`config.mk`:
```
export PLATFORM = sky130hd
export DESIGN_NAME = cie_core
export DESIGN_NICKNAME = d
export VERILOG_FILES = /design/src/cie_pkg.sv /design/src/cie_alu.sv /design/src/cie_stack.sv /design/src/cie_core.sv
export SDC_FILE = /design/constraint.sdc
export NUM_CORES = 1
export LEC_CHECK = 0
export BUFFER_PORTS_ARGS = -buffer_cell sky130_fd_sc_hd__buf_2
export CAP_MARGIN = 20
export CORE_ASPECT_RATIO = 0.5
export CORE_UTILIZATION = 40
export DETAILED_ROUTE_END_ITERATION = 12
export HOLD_SLACK_MARGIN = 0.06
export PLACE_DENSITY = 0.7
export SYNTH_ARGS = -nofsm -noshare
export SYNTH_HDL_FRONTEND = slang
export SYNTH_SLANG_ARGS = --single-unit
export TNS_END_PERCENT = 10
```
`constraint.sdc`:
```
create_clock -name clk_sys_in -period 10.13 [get_ports clk_sys_in]
set_input_delay 1.013 -clock clk_sys_in [delete_from_list [all_inputs] [get_ports clk_sys_in]]
set_output_delay 1.013 -clock clk_sys_in [all_outputs]
set_load 0.05 [all_outputs]
```
`src/cie_pkg.sv`:
```
// Purpose: Shared constants and types for the instruction execute subset
// Assumes: 14-bit opcodes, 7-bit file addresses, 8-bit data
// Notes:   Register offsets for the APB window live here too
package cie_pkg;
   // Opcode and operand widths
   localparam int OP_W   = 14;
   localparam int FA_W   = 7;
   localparam int DW     = 8;
   localparam int PC_W   = 12;
   localparam int STK_N  = 8;
   localparam int STK_AW = 3;

   // Opcode fields
   localparam logic [5:0]  GRP_STORE   = 6'h00;
   localparam logic [5:0]  GRP_SUB     = 6'h02;
   localparam logic [5:0]  GRP_XORF    = 6'h06;
   localparam logic [5:0]  GRP_ZTEST   = 6'h08;
   localparam logic [5:0]  GRP_ROTR    = 6'h0C;
   localparam logic [5:0]  GRP_ROTL    = 6'h0D;
   localparam logic [5:0]  GRP_SWAP    = 6'h0E;
   localparam logic [5:0]  GRP_RETLIT  = 6'h18;
   localparam logic [5:0]  GRP_LDLIT   = 6'h19;
   localparam logic [5:0]  GRP_XORLIT  = 6'h1F;
   localparam logic [13:0] OPC_NOOP    = 14'h0000;
   localparam logic [13:0] OPC_RETSUB  = 14'h0040;
   localparam logic [13:0] OPC_RETINT  = 14'h0060;
   localparam logic [13:0] OPC_SLEEP   = 14'h008A;

   // Bit positions inside the opcode
   localparam int D_BIT  = 7;
   localparam int GRP_LO = 8;

   // APB register byte offsets
   localparam logic [11:0] REG_CTRL    = 12'h000;
   localparam logic [11:0] REG_OPCODE  = 12'h004;
   localparam logic [11:0] REG_STATE   = 12'h008;
   localparam logic [11:0] REG_PC      = 12'h00C;
   localparam logic [11:0] REG_STKPUSH = 12'h010;

   // Field positions in the control and state registers
   localparam int CTRL_WAKE   = 0;
   localparam int ST_ACC_LO   = 0;
   localparam int ST_C        = 8;
   localparam int ST_DCAR     = 9;
   localparam int ST_Z        = 10;
   localparam int ST_IEN      = 11;
   localparam int ST_SLEEP    = 12;
   localparam int ST_BUSY     = 13;

   // Reset values
   localparam logic [DW-1:0]   ACC_RST = 8'h00;
   localparam logic [PC_W-1:0] PC_RST  = 12'h000;

   // Execution states
   typedef enum logic [1:0] {
      EX_IDLE  = 2'b00,
      EX_FILE  = 2'b01,
      EX_FLUSH = 2'b11,
      EX_SLEEP = 2'b10
   } cie_ex_t;

   // File register access bundle
   typedef struct packed {
      logic            wr;
      logic [FA_W-1:0] addr;
      logic [DW-1:0]   wdata;
   } cie_file_t;

   // Flag bundle
   typedef struct packed {
      logic c;
      logic dcar;
      logic z;
   } cie_flags_t;
endpackage

```
`src/cie_alu.sv`:
```
// Purpose: Combinational arithmetic and logic for one executed opcode
// Assumes: Operands presented in the same cycle as the opcode
// Notes:   Flags not touched by an opcode pass through unchanged
module cie_alu
   import cie_pkg::*;
(
   // Operands
   input  wire logic [OP_W-1:0] op_in,
   input  wire logic [DW-1:0]   acc_in,
   input  wire logic [DW-1:0]   file_in,
   input  wire cie_flags_t      flags_in,
   // Results
   output logic      [DW-1:0]   res_out,
   output cie_flags_t           flags_out,
   output logic                 to_file_out,
   output logic                 to_acc_out
);
   logic [5:0]    grp;
   logic [DW:0]   diff;
   logic [4:0]    ndiff;
   logic [DW-1:0] lit;

   assign grp = op_in[OP_W-1:GRP_LO];
   assign lit = op_in[DW-1:0];

   // Result, flags and destination selection
   always_comb begin
      diff        = {1'b0, file_in} + {1'b0, ~acc_in} + 9'h001;
      ndiff       = {1'b0, file_in[3:0]} + {1'b0, ~acc_in[3:0]} + 5'h01;
      res_out     = acc_in;
      flags_out   = flags_in;
      to_file_out = 1'b0;
      to_acc_out  = 1'b0;
      unique case (grp)
         GRP_LDLIT: begin
            res_out    = lit;
            to_acc_out = 1'b1;
         end
         GRP_RETLIT: begin
            res_out    = lit;
            to_acc_out = 1'b1;
         end
         GRP_XORLIT: begin
            res_out     = acc_in ^ lit;
            flags_out.z = (res_out == 8'h00);
            to_acc_out  = 1'b1;
         end
         GRP_STORE: begin
            // Standby shares this group but stores nothing
            if (op_in[D_BIT] && op_in != OPC_SLEEP) begin
               res_out     = acc_in;
               to_file_out = 1'b1;
            end
         end
         GRP_ZTEST: begin
            if (op_in[D_BIT]) begin
               flags_out.z = (file_in == 8'h00);
            end
         end
         GRP_SUB: begin
            res_out      = diff[DW-1:0];
            flags_out.c  = diff[DW];
            flags_out.dcar = ndiff[4];
            flags_out.z  = (diff[DW-1:0] == 8'h00);
         end
         GRP_XORF: begin
            res_out     = acc_in ^ file_in;
            flags_out.z = (res_out == 8'h00);
         end
         GRP_ROTL: begin
            res_out     = {file_in[6:0], flags_in.c};
            flags_out.c = file_in[7];
         end
         GRP_ROTR: begin
            res_out     = {flags_in.c, file_in[7:1]};
            flags_out.c = file_in[0];
         end
         GRP_SWAP: res_out = {file_in[3:0], file_in[7:4]};
         default: ;
      endcase
      // Destination bit picks accumulator or file
      if (grp == GRP_SUB || grp == GRP_XORF || grp == GRP_ROTL ||
          grp == GRP_ROTR || grp == GRP_SWAP) begin
         to_file_out = op_in[D_BIT];
         to_acc_out  = ~op_in[D_BIT];
      end
   end
endmodule

```
`src/cie_stack.sv`:
```
// Purpose: Return address stack built from flip-flops
// Assumes: Push with pop in one cycle replaces the top entry
// Notes:   Overflow wraps, underflow wraps; depth fixed
module cie_stack
   import cie_pkg::*;
(
   // Clock and reset
   input  wire logic            clk_sys_in,
   input  wire logic            nrst_in,
   // Control
   input  wire logic            push_in,
   input  wire logic [PC_W-1:0] push_val_in,
   input  wire logic            pop_in,
   // Top entry
   output logic      [PC_W-1:0] top_out
);
   typedef struct packed {
      logic [STK_N-1:0][PC_W-1:0] ent;
      logic [STK_AW-1:0]          sp;
   } cie_stk_t;

   cie_stk_t st_q;
   cie_stk_t st_d;
   logic [STK_AW-1:0] wr_idx;

   assign top_out = st_q.ent[st_q.sp - 3'h1];

   // Push writes at the pointer, pop steps it back; both at once
   // overwrite the popped entry so neither request is lost
   always_comb begin
      st_d   = st_q;
      wr_idx = pop_in ? st_q.sp - 3'h1 : st_q.sp;
      for (int i = 0; i < STK_N; i++) begin
         if (push_in && wr_idx == i[STK_AW-1:0]) begin
            st_d.ent[i] = push_val_in;
         end
      end
      if (push_in && !pop_in) begin
         st_d.sp = st_q.sp + 3'h1;
      end else if (pop_in && !push_in) begin
         st_d.sp = st_q.sp - 3'h1;
      end
   end

   // State register
   always_ff @(posedge clk_sys_in or negedge nrst_in) begin
      if (!nrst_in) begin
         st_q <= '0;
      end else begin
         st_q <= st_d;
      end
   end
endmodule

```
`src/cie_core.sv`:
```
// Purpose: Executes a subset of a 14-bit opcode set on an 8-bit datapath
// Assumes: Program memory and file register answer combinationally
// Notes:   APB window for test control, state view and stack seeding
// What this block does
// - File address 7 bits, literals 8 bits
// - Destination bit: 0 accumulator, 1 file
// - Load literal to accumulator, one cycle
// - Store accumulator to file, one cycle
// - Interrupt return pops stack, sets enable, two cycles
// - Literal return loads accumulator, pops, two cycles
// - Subroutine return pops stack, two cycles
// - Rotate left through carry, one cycle
// - Rotate right through carry, one cycle
// - Sleep opcode enters standby, stops clock
// - Carry means no borrow; zero on zero
// - Swap file nibbles, flags unchanged
// - Zero test sets Z only with destination bit set, writes nothing
// - Xor literal into accumulator, sets Z
// - Xor accumulator with file, sets Z
//
// The APB slave port and the address map were left to the implementer.
module cie_core
   import cie_pkg::*;
(
   // Clock and reset
   input  wire logic            clk_sys_in,
   input  wire logic            nrst_in,
   // APB slave
   input  wire logic            psel_in,
   input  wire logic            penable_in,
   input  wire logic            pwrite_in,
   input  wire logic [11:0]     paddr_in,
   input  wire logic [31:0]     pwdata_in,
   output logic      [31:0]     prdata_out,
   output logic                 pready_out,
   output logic                 pslverr_out,
   // Program memory
   output logic      [PC_W-1:0] pm_addr_out,
   input  wire logic [OP_W-1:0] pm_data_in,
   // File register
   output logic      [FA_W-1:0] fr_addr_out,
   input  wire logic [DW-1:0]   fr_rdata_in,
   output logic                 fr_wr_out,
   output logic      [DW-1:0]   fr_wdata_out,
   // Status
   output logic                 ien_out,
   output logic                 osc_stop_out
);
   // All module state
   typedef struct packed {
      cie_ex_t         ex;
      logic [PC_W-1:0] pc;
      logic [OP_W-1:0] ir;
      logic [DW-1:0]   acc;
      cie_flags_t      flags;
      logic            ien;
      logic            sleep;
      cie_file_t       fw;
      logic [31:0]     prdata;
      logic            pready;
      logic            pslverr;
      logic [PC_W-1:0] pm_addr;
   } cie_state_t;

   cie_state_t s_q;
   cie_state_t s_d;

   logic [DW-1:0]   alu_res;
   cie_flags_t      alu_flags;
   logic            alu_to_file;
   logic            alu_to_acc;
   logic [PC_W-1:0] stk_top;
   logic            stk_push;
   logic            stk_pop;
   logic            is_rtn;
   logic            apb_acc;
   logic            apb_wr;
   logic [DW-1:0]   file_val;

   // Forward a file write still in flight to the next opcode, so a
   // read of the register just written sees the new value
   assign file_val = (s_q.fw.wr && s_q.fw.addr == s_q.ir[FA_W-1:0]) ?
                     s_q.fw.wdata : fr_rdata_in;

   // Arithmetic unit on the latched opcode
   cie_alu u_alu (
      .op_in       (s_q.ir),
      .acc_in      (s_q.acc),
      .file_in     (file_val),
      .flags_in    (s_q.flags),
      .res_out     (alu_res),
      .flags_out   (alu_flags),
      .to_file_out (alu_to_file),
      .to_acc_out  (alu_to_acc)
   );

   // Return address stack
   cie_stack u_stack (
      .clk_sys_in  (clk_sys_in),
      .nrst_in     (nrst_in),
      .push_in     (stk_push),
      .push_val_in (pwdata_in[PC_W-1:0]),
      .pop_in      (stk_pop),
      .top_out     (stk_top)
   );

   // Bus phase decode
   assign apb_acc  = psel_in & penable_in & ~s_q.pready;
   assign apb_wr   = apb_acc & pwrite_in;
   assign stk_push = apb_wr & (paddr_in == REG_STKPUSH);
   assign is_rtn   = (s_q.ir == OPC_RETSUB) || (s_q.ir == OPC_RETINT) ||
                     (s_q.ir[OP_W-1:GRP_LO] == GRP_RETLIT);
   assign stk_pop  = (s_q.ex == EX_FILE) && is_rtn;

   // Operand address is the low seven opcode bits
   assign fr_addr_out = s_q.ir[FA_W-1:0];

   // Next-state logic: fetch, execute, flush, sleep and bus
   always_comb begin
      s_d          = s_q;
      s_d.fw.wr    = 1'b0;
      s_d.pready   = 1'b0;
      s_d.pslverr  = 1'b0;
      unique case (s_q.ex)
         EX_IDLE: begin
            // Latch the first opcode after reset
            s_d.ir      = pm_data_in;
            s_d.pc      = s_q.pc + 12'h001;
            s_d.pm_addr = s_q.pc + 12'h001;
            s_d.ex      = EX_FILE;
         end
         EX_FILE: begin
            // Execute the latched opcode and fetch the next one, except after a return or sleep
            s_d.flags = alu_flags;
            if (alu_to_acc) begin
               s_d.acc = alu_res;
            end
            if (alu_to_file) begin
               s_d.fw.wr    = 1'b1;
               s_d.fw.addr  = s_q.ir[FA_W-1:0];
               s_d.fw.wdata = alu_res;
            end
            if (is_rtn) begin
               s_d.pc      = stk_top;
               s_d.pm_addr = stk_top;
               s_d.ex      = EX_FLUSH;
               if (s_q.ir == OPC_RETINT) begin
                  s_d.ien = 1'b1;
               end
            end else if (s_q.ir == OPC_SLEEP) begin
               s_d.sleep = 1'b1;
               s_d.ex    = EX_SLEEP;
            end else begin
               // No operation and unassigned codes fall through here
               s_d.ir      = pm_data_in;
               s_d.pc      = s_q.pc + 12'h001;
               s_d.pm_addr = s_q.pc + 12'h001;
            end
         end
         EX_FLUSH: begin
            // Second cycle of a return fetches at the new PC
            s_d.ir      = pm_data_in;
            s_d.pc      = s_q.pc + 12'h001;
            s_d.pm_addr = s_q.pc + 12'h001;
            s_d.ex      = EX_FILE;
         end
         EX_SLEEP: begin
            // Standby until software wakes the core
            if (apb_wr && paddr_in == REG_CTRL && pwdata_in[CTRL_WAKE]) begin
               s_d.sleep = 1'b0;
               s_d.ir    = OPC_NOOP;
               s_d.ex    = EX_FILE;
            end
         end
         default: s_d.ex = EX_IDLE;
      endcase

      // APB access: one wait state, answer in the next cycle
      if (apb_acc) begin
         s_d.pready = 1'b1;
         s_d.prdata = 32'h0000_0000;
         unique case (paddr_in)
            REG_CTRL: ;
            REG_STKPUSH: ;
            REG_OPCODE: begin
               s_d.prdata[OP_W-1:0] = s_q.ir;
               s_d.pslverr = pwrite_in;
            end
            REG_STATE: begin
               s_d.prdata[ST_ACC_LO +: DW] = s_q.acc;
               s_d.prdata[ST_C]     = s_q.flags.c;
               s_d.prdata[ST_DCAR]  = s_q.flags.dcar;
               s_d.prdata[ST_Z]     = s_q.flags.z;
               s_d.prdata[ST_IEN]   = s_q.ien;
               s_d.prdata[ST_SLEEP] = s_q.sleep;
               s_d.prdata[ST_BUSY]  = (s_q.ex == EX_FLUSH);
               if (pwrite_in) begin
                  // Interrupt return in the same cycle wins over a clear
                  s_d.ien = pwdata_in[ST_IEN] ||
                            (s_q.ex == EX_FILE && s_q.ir == OPC_RETINT);
               end
            end
            REG_PC: begin
               s_d.prdata[PC_W-1:0] = s_q.pc;
               s_d.pslverr = pwrite_in;
            end
            default: s_d.pslverr = 1'b1;
         endcase
      end
   end

   // State register
   always_ff @(posedge clk_sys_in or negedge nrst_in) begin
      if (!nrst_in) begin
         s_q       <= '0;
         s_q.ex    <= EX_IDLE;
         s_q.acc   <= ACC_RST;
         s_q.pc    <= PC_RST;
      end else begin
         s_q <= s_d;
      end
   end

   // Outputs straight from flip-flops
   assign prdata_out   = s_q.prdata;
   assign pready_out   = s_q.pready;
   assign pslverr_out  = s_q.pslverr;
   assign pm_addr_out  = s_q.pm_addr;
   assign fr_wr_out    = s_q.fw.wr;
   assign fr_wdata_out = s_q.fw.wdata;
   assign ien_out      = s_q.ien;
   assign osc_stop_out = s_q.sleep;
endmodule

```
==> results of run 1 <==
==> area by class of cell <==
cell class / instances / share of cell area [%]
Inverter: 23 / 0.765
Multi-Input combinational cell: 665 / 47.1
Clock buffer: 20 / 3.96
Clock inverter: 11 / 1.18
Sequential cell: 172 / 38.2
Timing Repair Buffer: 103 / 5.02
Tap cell: 344 / 3.81
==> per-layer routing <==
layer	GRT usage (%)	wire length [µm]	up-vias	part of all wire, %
met5	0	12	-	0.045
met4	7.56	599	2	2.3
met3	4.04	1550	41	5.8
met2	34.6	12700	258	48
met1	28.0	11800	3891	44
li1	-	-	3502	-
==> worst max-delay path, cell delays in order (launching register included) <==
cell	delay, ns
dfrtp_1	0.64
xnor2_1	0.18
nand4_1	0.28
or2_2	0.48
mux2i_1	0.57
ha_1	0.29
fa_1	0.24
nor2b_1	0.09
o31a_1	0.28
or4_1	0.40
o311a_1	0.16
o41ai_1	0.45
mux2_2	0.22
==> cell usage in the layout (no fill, tap or decap), types with 17 or more instances in the layout <==
cell type / count
nor3_1: 17
conb_1: 18
xnor2_1: 23
a22oi_1: 23
mux2_2: 52
inv_1: 23
clkbuf_16: 17
nor2_1: 47
nand2_1: 68
ha_1: 18
dfrtp_1: 171
mux2_1: 71
mux4_2: 24
buf_2: 95
nand3_1: 22
nor2b_1: 21
o21ai_0: 46
a21oi_1: 29
==> power breakdown <==
part           total [mW]  internal [mW]  switching [mW]
combinational       0.755          0.267           0.488
clock               0.660          0.373           0.288
sequential          0.908          0.760           0.147
total                2.32           1.40           0.923
==> kinds of logic after synthesis <==
group | count (synthesis) | synth area share (%)
simple gates | 251 | 12.6
compound gates | 183 | 12.3
flops | 172 | 41.6
buf+inv | 142 | 7.80
other cells | 1 | 0.0362
xor+xnor | 28 | 2.37
fa+ha+maj | 19 | 2.37
mux | 166 | 20.9
==> final timing paths <==
check / endpoint / slack (ns) / cells after the start
max: s_q[64]$_DFFE_PN0P_ / 5.76 / 12
min: prdata_out[3]$_DFFE_PN0P_ / 0.48 / 2
max reg2reg: s_q[64]$_DFFE_PN0P_ / 5.76 / 12
min reg2reg: prdata_out[3]$_DFFE_PN0P_ / 0.48 / 2
max in group asynchronous: prdata_out[3]$_DFFE_PN0P_ / 7.97 / 2
min in group asynchronous: u_stack.st_q[68]$_DFFE_PN0P_ / 0.70 / 1
==> registers in the layout, summed over array words and instances (netlist names), 7 cells and up <==
register,flops
u_stack.st_q,99
s_q,39
prdata_out,14
fr_wdata_out,8
fr_addr_out,7
==> impl_metrics.env, run 1 <==
export IMPL_outcome="complete, no violations"
export IMPL_initial_utilization_pct=40.9
export IMPL_r2r_start="fr_addr_out[1]$_DFFE_PN0P_"
export IMPL_cts_buffers=17
export IMPL_io_buffers=96
export IMPL_first_global_vias=7511
export IMPL_final_area_mm2=0.0113
export IMPL_grt_pass1_wl_um=43100
export IMPL_layout_drive_gt1_share_pct=23.7
export IMPL_seq_area_mm2=0.00431
export IMPL_insertion_delay_ns=0.44
export IMPL_fp_dieArea_mm2=0.0266
export IMPL_clock_fmax_mhz=229
export IMPL_chipWidth_um=229
export IMPL_start_kind="register"
export IMPL_ir_worst_vdd_uv=154
export IMPL_cts_root_buffer="clkbuf_16"
export IMPL_placedCellCount=1305
export IMPL_synth_seq_cells=172
export IMPL_rsz0062_at_grt="no"
export IMPL_p_per_area_mw_per_mm2=206
export IMPL_required_ns=10.51
export IMPL_crit_type="register to register"
export IMPL_finalSetupViolations=0
export IMPL_ant_nets=0
export IMPL_ys_seq_area_share_pct=41.6
export IMPL_grt_max_degree=105
export IMPL_tightest_slew_ns=1.10
export IMPL_finalNonFillerCells=1338
export IMPL_gp_congestion=0.972
export IMPL_die_height_um=116
export IMPL_n_antenna_cell=0
export IMPL_cts_sinks=172
export IMPL_synth_top_area_share_pct=41.6
export IMPL_cp_max_fo=10
export IMPL_viasPerCell=5.75
export IMPL_synth_edf_count=0
export IMPL_drt_iter0_drc=840
export IMPL_synthTopCellsByCount="dfrtp_1 (172), mux2_1 (71), nand2_1 (68)"
export IMPL_multi_input_area_mm2=0.00532
export IMPL_place_ws_ns=5.81
export IMPL_cp_end_kind="register"
export IMPL_maxSlewHeadroom_pct=25.9
export IMPL_startpoint="fr_addr_out[1]$_DFFE_PN0P_"
export IMPL_finalHoldViolations=0
export IMPL_path_clk_slew_ns=0.07
export IMPL_cts_hold_buffers=0
export IMPL_htree_num_levels=4
export IMPL_antenna_found_initial=1
export IMPL_gr_total_overflow=0
export IMPL_synth_flop_cell="dfrtp_1"
export IMPL_fin_nets=1072
export IMPL_fin_util_pct=44.6
export IMPL_post_dp_cell_area_mm2=0.0107
export IMPL_io_pins=135
export IMPL_core_area_mm2=0.0253
export IMPL_async_reset_ff_share_pct=100
export IMPL_vias=7694
export IMPL_grt_usage_pct=21.0
export IMPL_drc=0
export IMPL_clock_path_buffers=2
export IMPL_maxCapViolations=0
export IMPL_clock_skew_ns=0.0111
export IMPL_num_rows=41
export IMPL_syn_inst=962
export IMPL_wirelength_um=26600
export IMPL_fin_hold_ws_ns=0.477
export IMPL_nFillCells=2342
export IMPL_cts_tree="built"
export IMPL_yosysTopAreaCell="dfrtp_1"
export IMPL_fin_crit_sh_pct=43.1
export IMPL_post_cts_resized=0
export IMPL_post_cts_buffers=0
export IMPL_wire_per_inst_um=19.9
export IMPL_ys_warnings_count=0
export IMPL_hold_class="register to register"
export IMPL_yosys_cell_count_top_type="dfrtp_1"
export IMPL_period_needed_ns=4.37
export IMPL_hpwl_um=18700
export IMPL_finalSetupTns_ns=0
export IMPL_syn_cell_area_mm2=0.0103
export IMPL_yosys_top_cells_area="dfrtp_1 (42%), mux2_1 (7.7%), mux2_2 (5.7%)"
export IMPL_finalMaxSlewViolations=0
export IMPL_dr_pass1_iters=6
export IMPL_p_leak_nw=5.13
export IMPL_fin_total_pwr_mw=2.32
export IMPL_synth_cell_type_count=80
export IMPL_synth_avg_cell_area_um2=10.8
export IMPL_syn_to_final_growth_pct=9.04
export IMPL_timing_final_ws_setup_ns=5.76
export IMPL_critPathArrivalTime_ns=4.74
export IMPL_worst_hold_startpoint="prdata_out[3]$_DFFE_PN0P_"
No activity file was read; power rests on OpenSTA's default activity.
==> run 2, diff against run 1 <==
==> constraint.sdc (replaced) <==
create_clock -name clk_sys_in -period 4.1 [get_ports clk_sys_in]
set_input_delay 0.41 -clock clk_sys_in [delete_from_list [all_inputs] [get_ports clk_sys_in]]
set_output_delay 0.41 -clock clk_sys_in [all_outputs]
set_load 0.05 [all_outputs]
==> run 2 against run 1 <==
  * Final cell count rose by 1.6%
  * Routed wire length rose by 3.4%
  * Clock power rose to 2.6 times the previous value
  * Critical path type unchanged
  * Sequential power rose by 140%
  * Power rose to 2.5 times the previous value
  * First-iteration DRC count fell by 4.9%
  * Fmax rose by 20%
  * Count of clock-buffer cells in the layout fell by 2
  * Utilization rose by 0.73 points
  * Setup slack got worse by 5.3 ns
==> impl_metrics.env, run 2 (synthesized netlist as in run 1, its figures left out) <==
export IMPL_finalSetupTns_ns=0
export IMPL_cts_sinks=172
export IMPL_vias=7782
export IMPL_maxSlewHeadroom_pct=21.5
export IMPL_chipWidth_um=229
export IMPL_gr_total_overflow=0
export IMPL_grt_max_degree=70
export IMPL_wire_per_inst_um=20.2
export IMPL_gp_congestion=0.937
export IMPL_hold_class="input pin to register"
export IMPL_maxCapViolations=0
export IMPL_fp_dieArea_mm2=0.0266
export IMPL_path_clk_slew_ns=0.07
export IMPL_grt_usage_pct=21.4
export IMPL_cp_max_fo=10
export IMPL_first_global_vias=7723
export IMPL_initial_utilization_pct=40.9
export IMPL_crit_type="register to register"
export IMPL_dr_pass1_iters=7
export IMPL_finalHoldViolations=0
export IMPL_outcome="complete, no violations"
export IMPL_largest_reg_flops=99
export IMPL_cts_root_buffer="clkbuf_16"
export IMPL_layout_drive_gt1_share_pct=25.4
export IMPL_post_cts_resized=0
export IMPL_die_height_um=116
export IMPL_finalSetupViolations=0
export IMPL_cts_buffers=17
export IMPL_path_buf_inv=0
export IMPL_final_common_cell="dfrtp_1"
export IMPL_fin_util_pct=45.3
export IMPL_start_kind="register"
export IMPL_period_needed_ns=3.65
export IMPL_ir_worst_vdd_uv=319
export IMPL_p_leak_nw=5.25
export IMPL_wirelength_um=27500
export IMPL_antenna_found_initial=1
export IMPL_clock_fmax_mhz=274
export IMPL_clock_path_buffers=2
export IMPL_finalNonFillerCells=1360
export IMPL_drt_iter0_drc=799
export IMPL_viasPerCell=5.72
export IMPL_hpwl_um=19500
export IMPL_htree_num_levels=4
export IMPL_worst_path_dominant_cell_family="simple AND/OR/NAND/NOR gates"
export IMPL_fin_nets=1093
export IMPL_ant_nets=0
export IMPL_io_pins=135
export IMPL_num_rows=41
export IMPL_clock_skew_ns=0.00624
export IMPL_critPathArrivalTime_ns=4.02
export IMPL_regMostFlops="u_stack.st_q"
export IMPL_grt_pass1_wl_um=43800
export IMPL_fin_crit_sh_pct=89.0
export IMPL_syn_to_final_growth_pct=10.8
export IMPL_cp_end_kind="register"
export IMPL_required_ns=4.47
export IMPL_p_per_area_mw_per_mm2=510
export IMPL_cts_tree="built"
export IMPL_io_buffers=96
export IMPL_crit_slowest_cell="or2_2"
export IMPL_critPathMaxStageDelay_ns=0.52
export IMPL_post_cts_buffers=0
export IMPL_place_ws_ns=0.461
export IMPL_layout_common_cells="dfrtp_1 (171), buf_2 (95), mux2_1 (71)"
export IMPL_timing_final_ws_setup_ns=0.453
export IMPL_rsz0062_at_grt="no"
export IMPL_cp_cell_sequence="xnor2_1, nand4_1, or2_2, mux2i_1, ha_1, fa_1, nor2b_1, o31a_1, or4_1, o311a_1, o41ai_1, mux2_2"
export IMPL_placedCellCount=1327
export IMPL_core_area_mm2=0.0253
export IMPL_n_antenna_cell=0
export IMPL_finalMaxSlewViolations=0
export IMPL_insertion_delay_ns=0.44
export IMPL_tightest_slew_ns=1.17
export IMPL_drc=0
## run 2: path summary, 6_finish.rpt
kind                                                 from                      endpoint  slack (ns)  depth (start not counted)
worst max register to register        s_q[54]$_DFFE_PN0P_           s_q[64]$_DFFE_PN0P_        0.45                         12
max in group asynchronous                         nrst_in   u_stack.st_q[0]$_DFFE_PN0P_        2.43                          3
worst max-delay path                  s_q[54]$_DFFE_PN0P_           s_q[64]$_DFFE_PN0P_        0.45                         12
worst min-delay path                        pm_data_in[7]           s_q[82]$_DFFE_PN0P_        0.26                          3
worst min register to register  prdata_out[6]$_DFFE_PN0P_     prdata_out[6]$_DFFE_PN0P_        0.48                          2
min in group asynchronous                         nrst_in  u_stack.st_q[17]$_DFFE_PN0P_        0.54                          2
## run 2: area by class of cell
| cell class | count | area (µm²) |
|---|---|---|
| fillers | 2316 | 13800 |
| multi-input cells | 665 | 5310 |
| flip-flops and latches | 172 | 4310 |
| repair buffers | 124 | 712 |
| clock buffers | 18 | 439 |
| well taps | 344 | 430 |
| clock inverters | 14 | 183 |
| inverters | 23 | 86.3 |
## run 2: per-layer routing
layer  global-route usage (%)  vias to the layer above  part of all wire [%]
met5                        0                        -                 0.044
met4                     5.69                        2                   1.6
met3                     4.21                       46                   5.3
met2                     36.4                      259                    49
met1                     28.1                     3933                    44
li1                         -                     3542                     -
## run 2: what timing repair did
action / 4_1_cts / 5_1_grt
hold buffers: 1 / 0
endpoints found under the hold margin: 66 / 0
endpoints found under the setup margin: 0 / 0
## run 2: stage by stage
| step | hold slack, ns | cell area (µm²) | power, mW |
|---|---|---|---|
| 2_1_floorplan | 0.114 | 10400 | 3.66 |
| 3_3_place_gp | 0.450 | 10800 | 4.11 |
| 3_5_place_dp | 0.460 | 10800 | 4.15 |
| 4_1_cts | 0.243 | 11500 | 5.88 |
| 5_1_grt | 0.243 | 11500 | 6.11 |
| 6_report | 0.255 | 11500 | 5.85 |
## run 2: worst reg2reg max path, stage by stage, from the launching register on
cell and delay (ns):
dfrtp_1 0.38, xnor2_1 0.17, nand4_1 0.30, or2_2 0.52
mux2i_1 0.24, ha_1 0.19, fa_1 0.24, nor2b_1 0.09
o31a_1 0.28, or4_1 0.41, o311a_1 0.16, o41ai_1 0.39
mux2_2 0.21
## run 2: power by group
part / switching [mW] / internal, mW
registers: 0.316 / 1.88
clock network: 0.734 / 0.990
logic: 1.27 / 0.660
total: 2.32 / 3.53
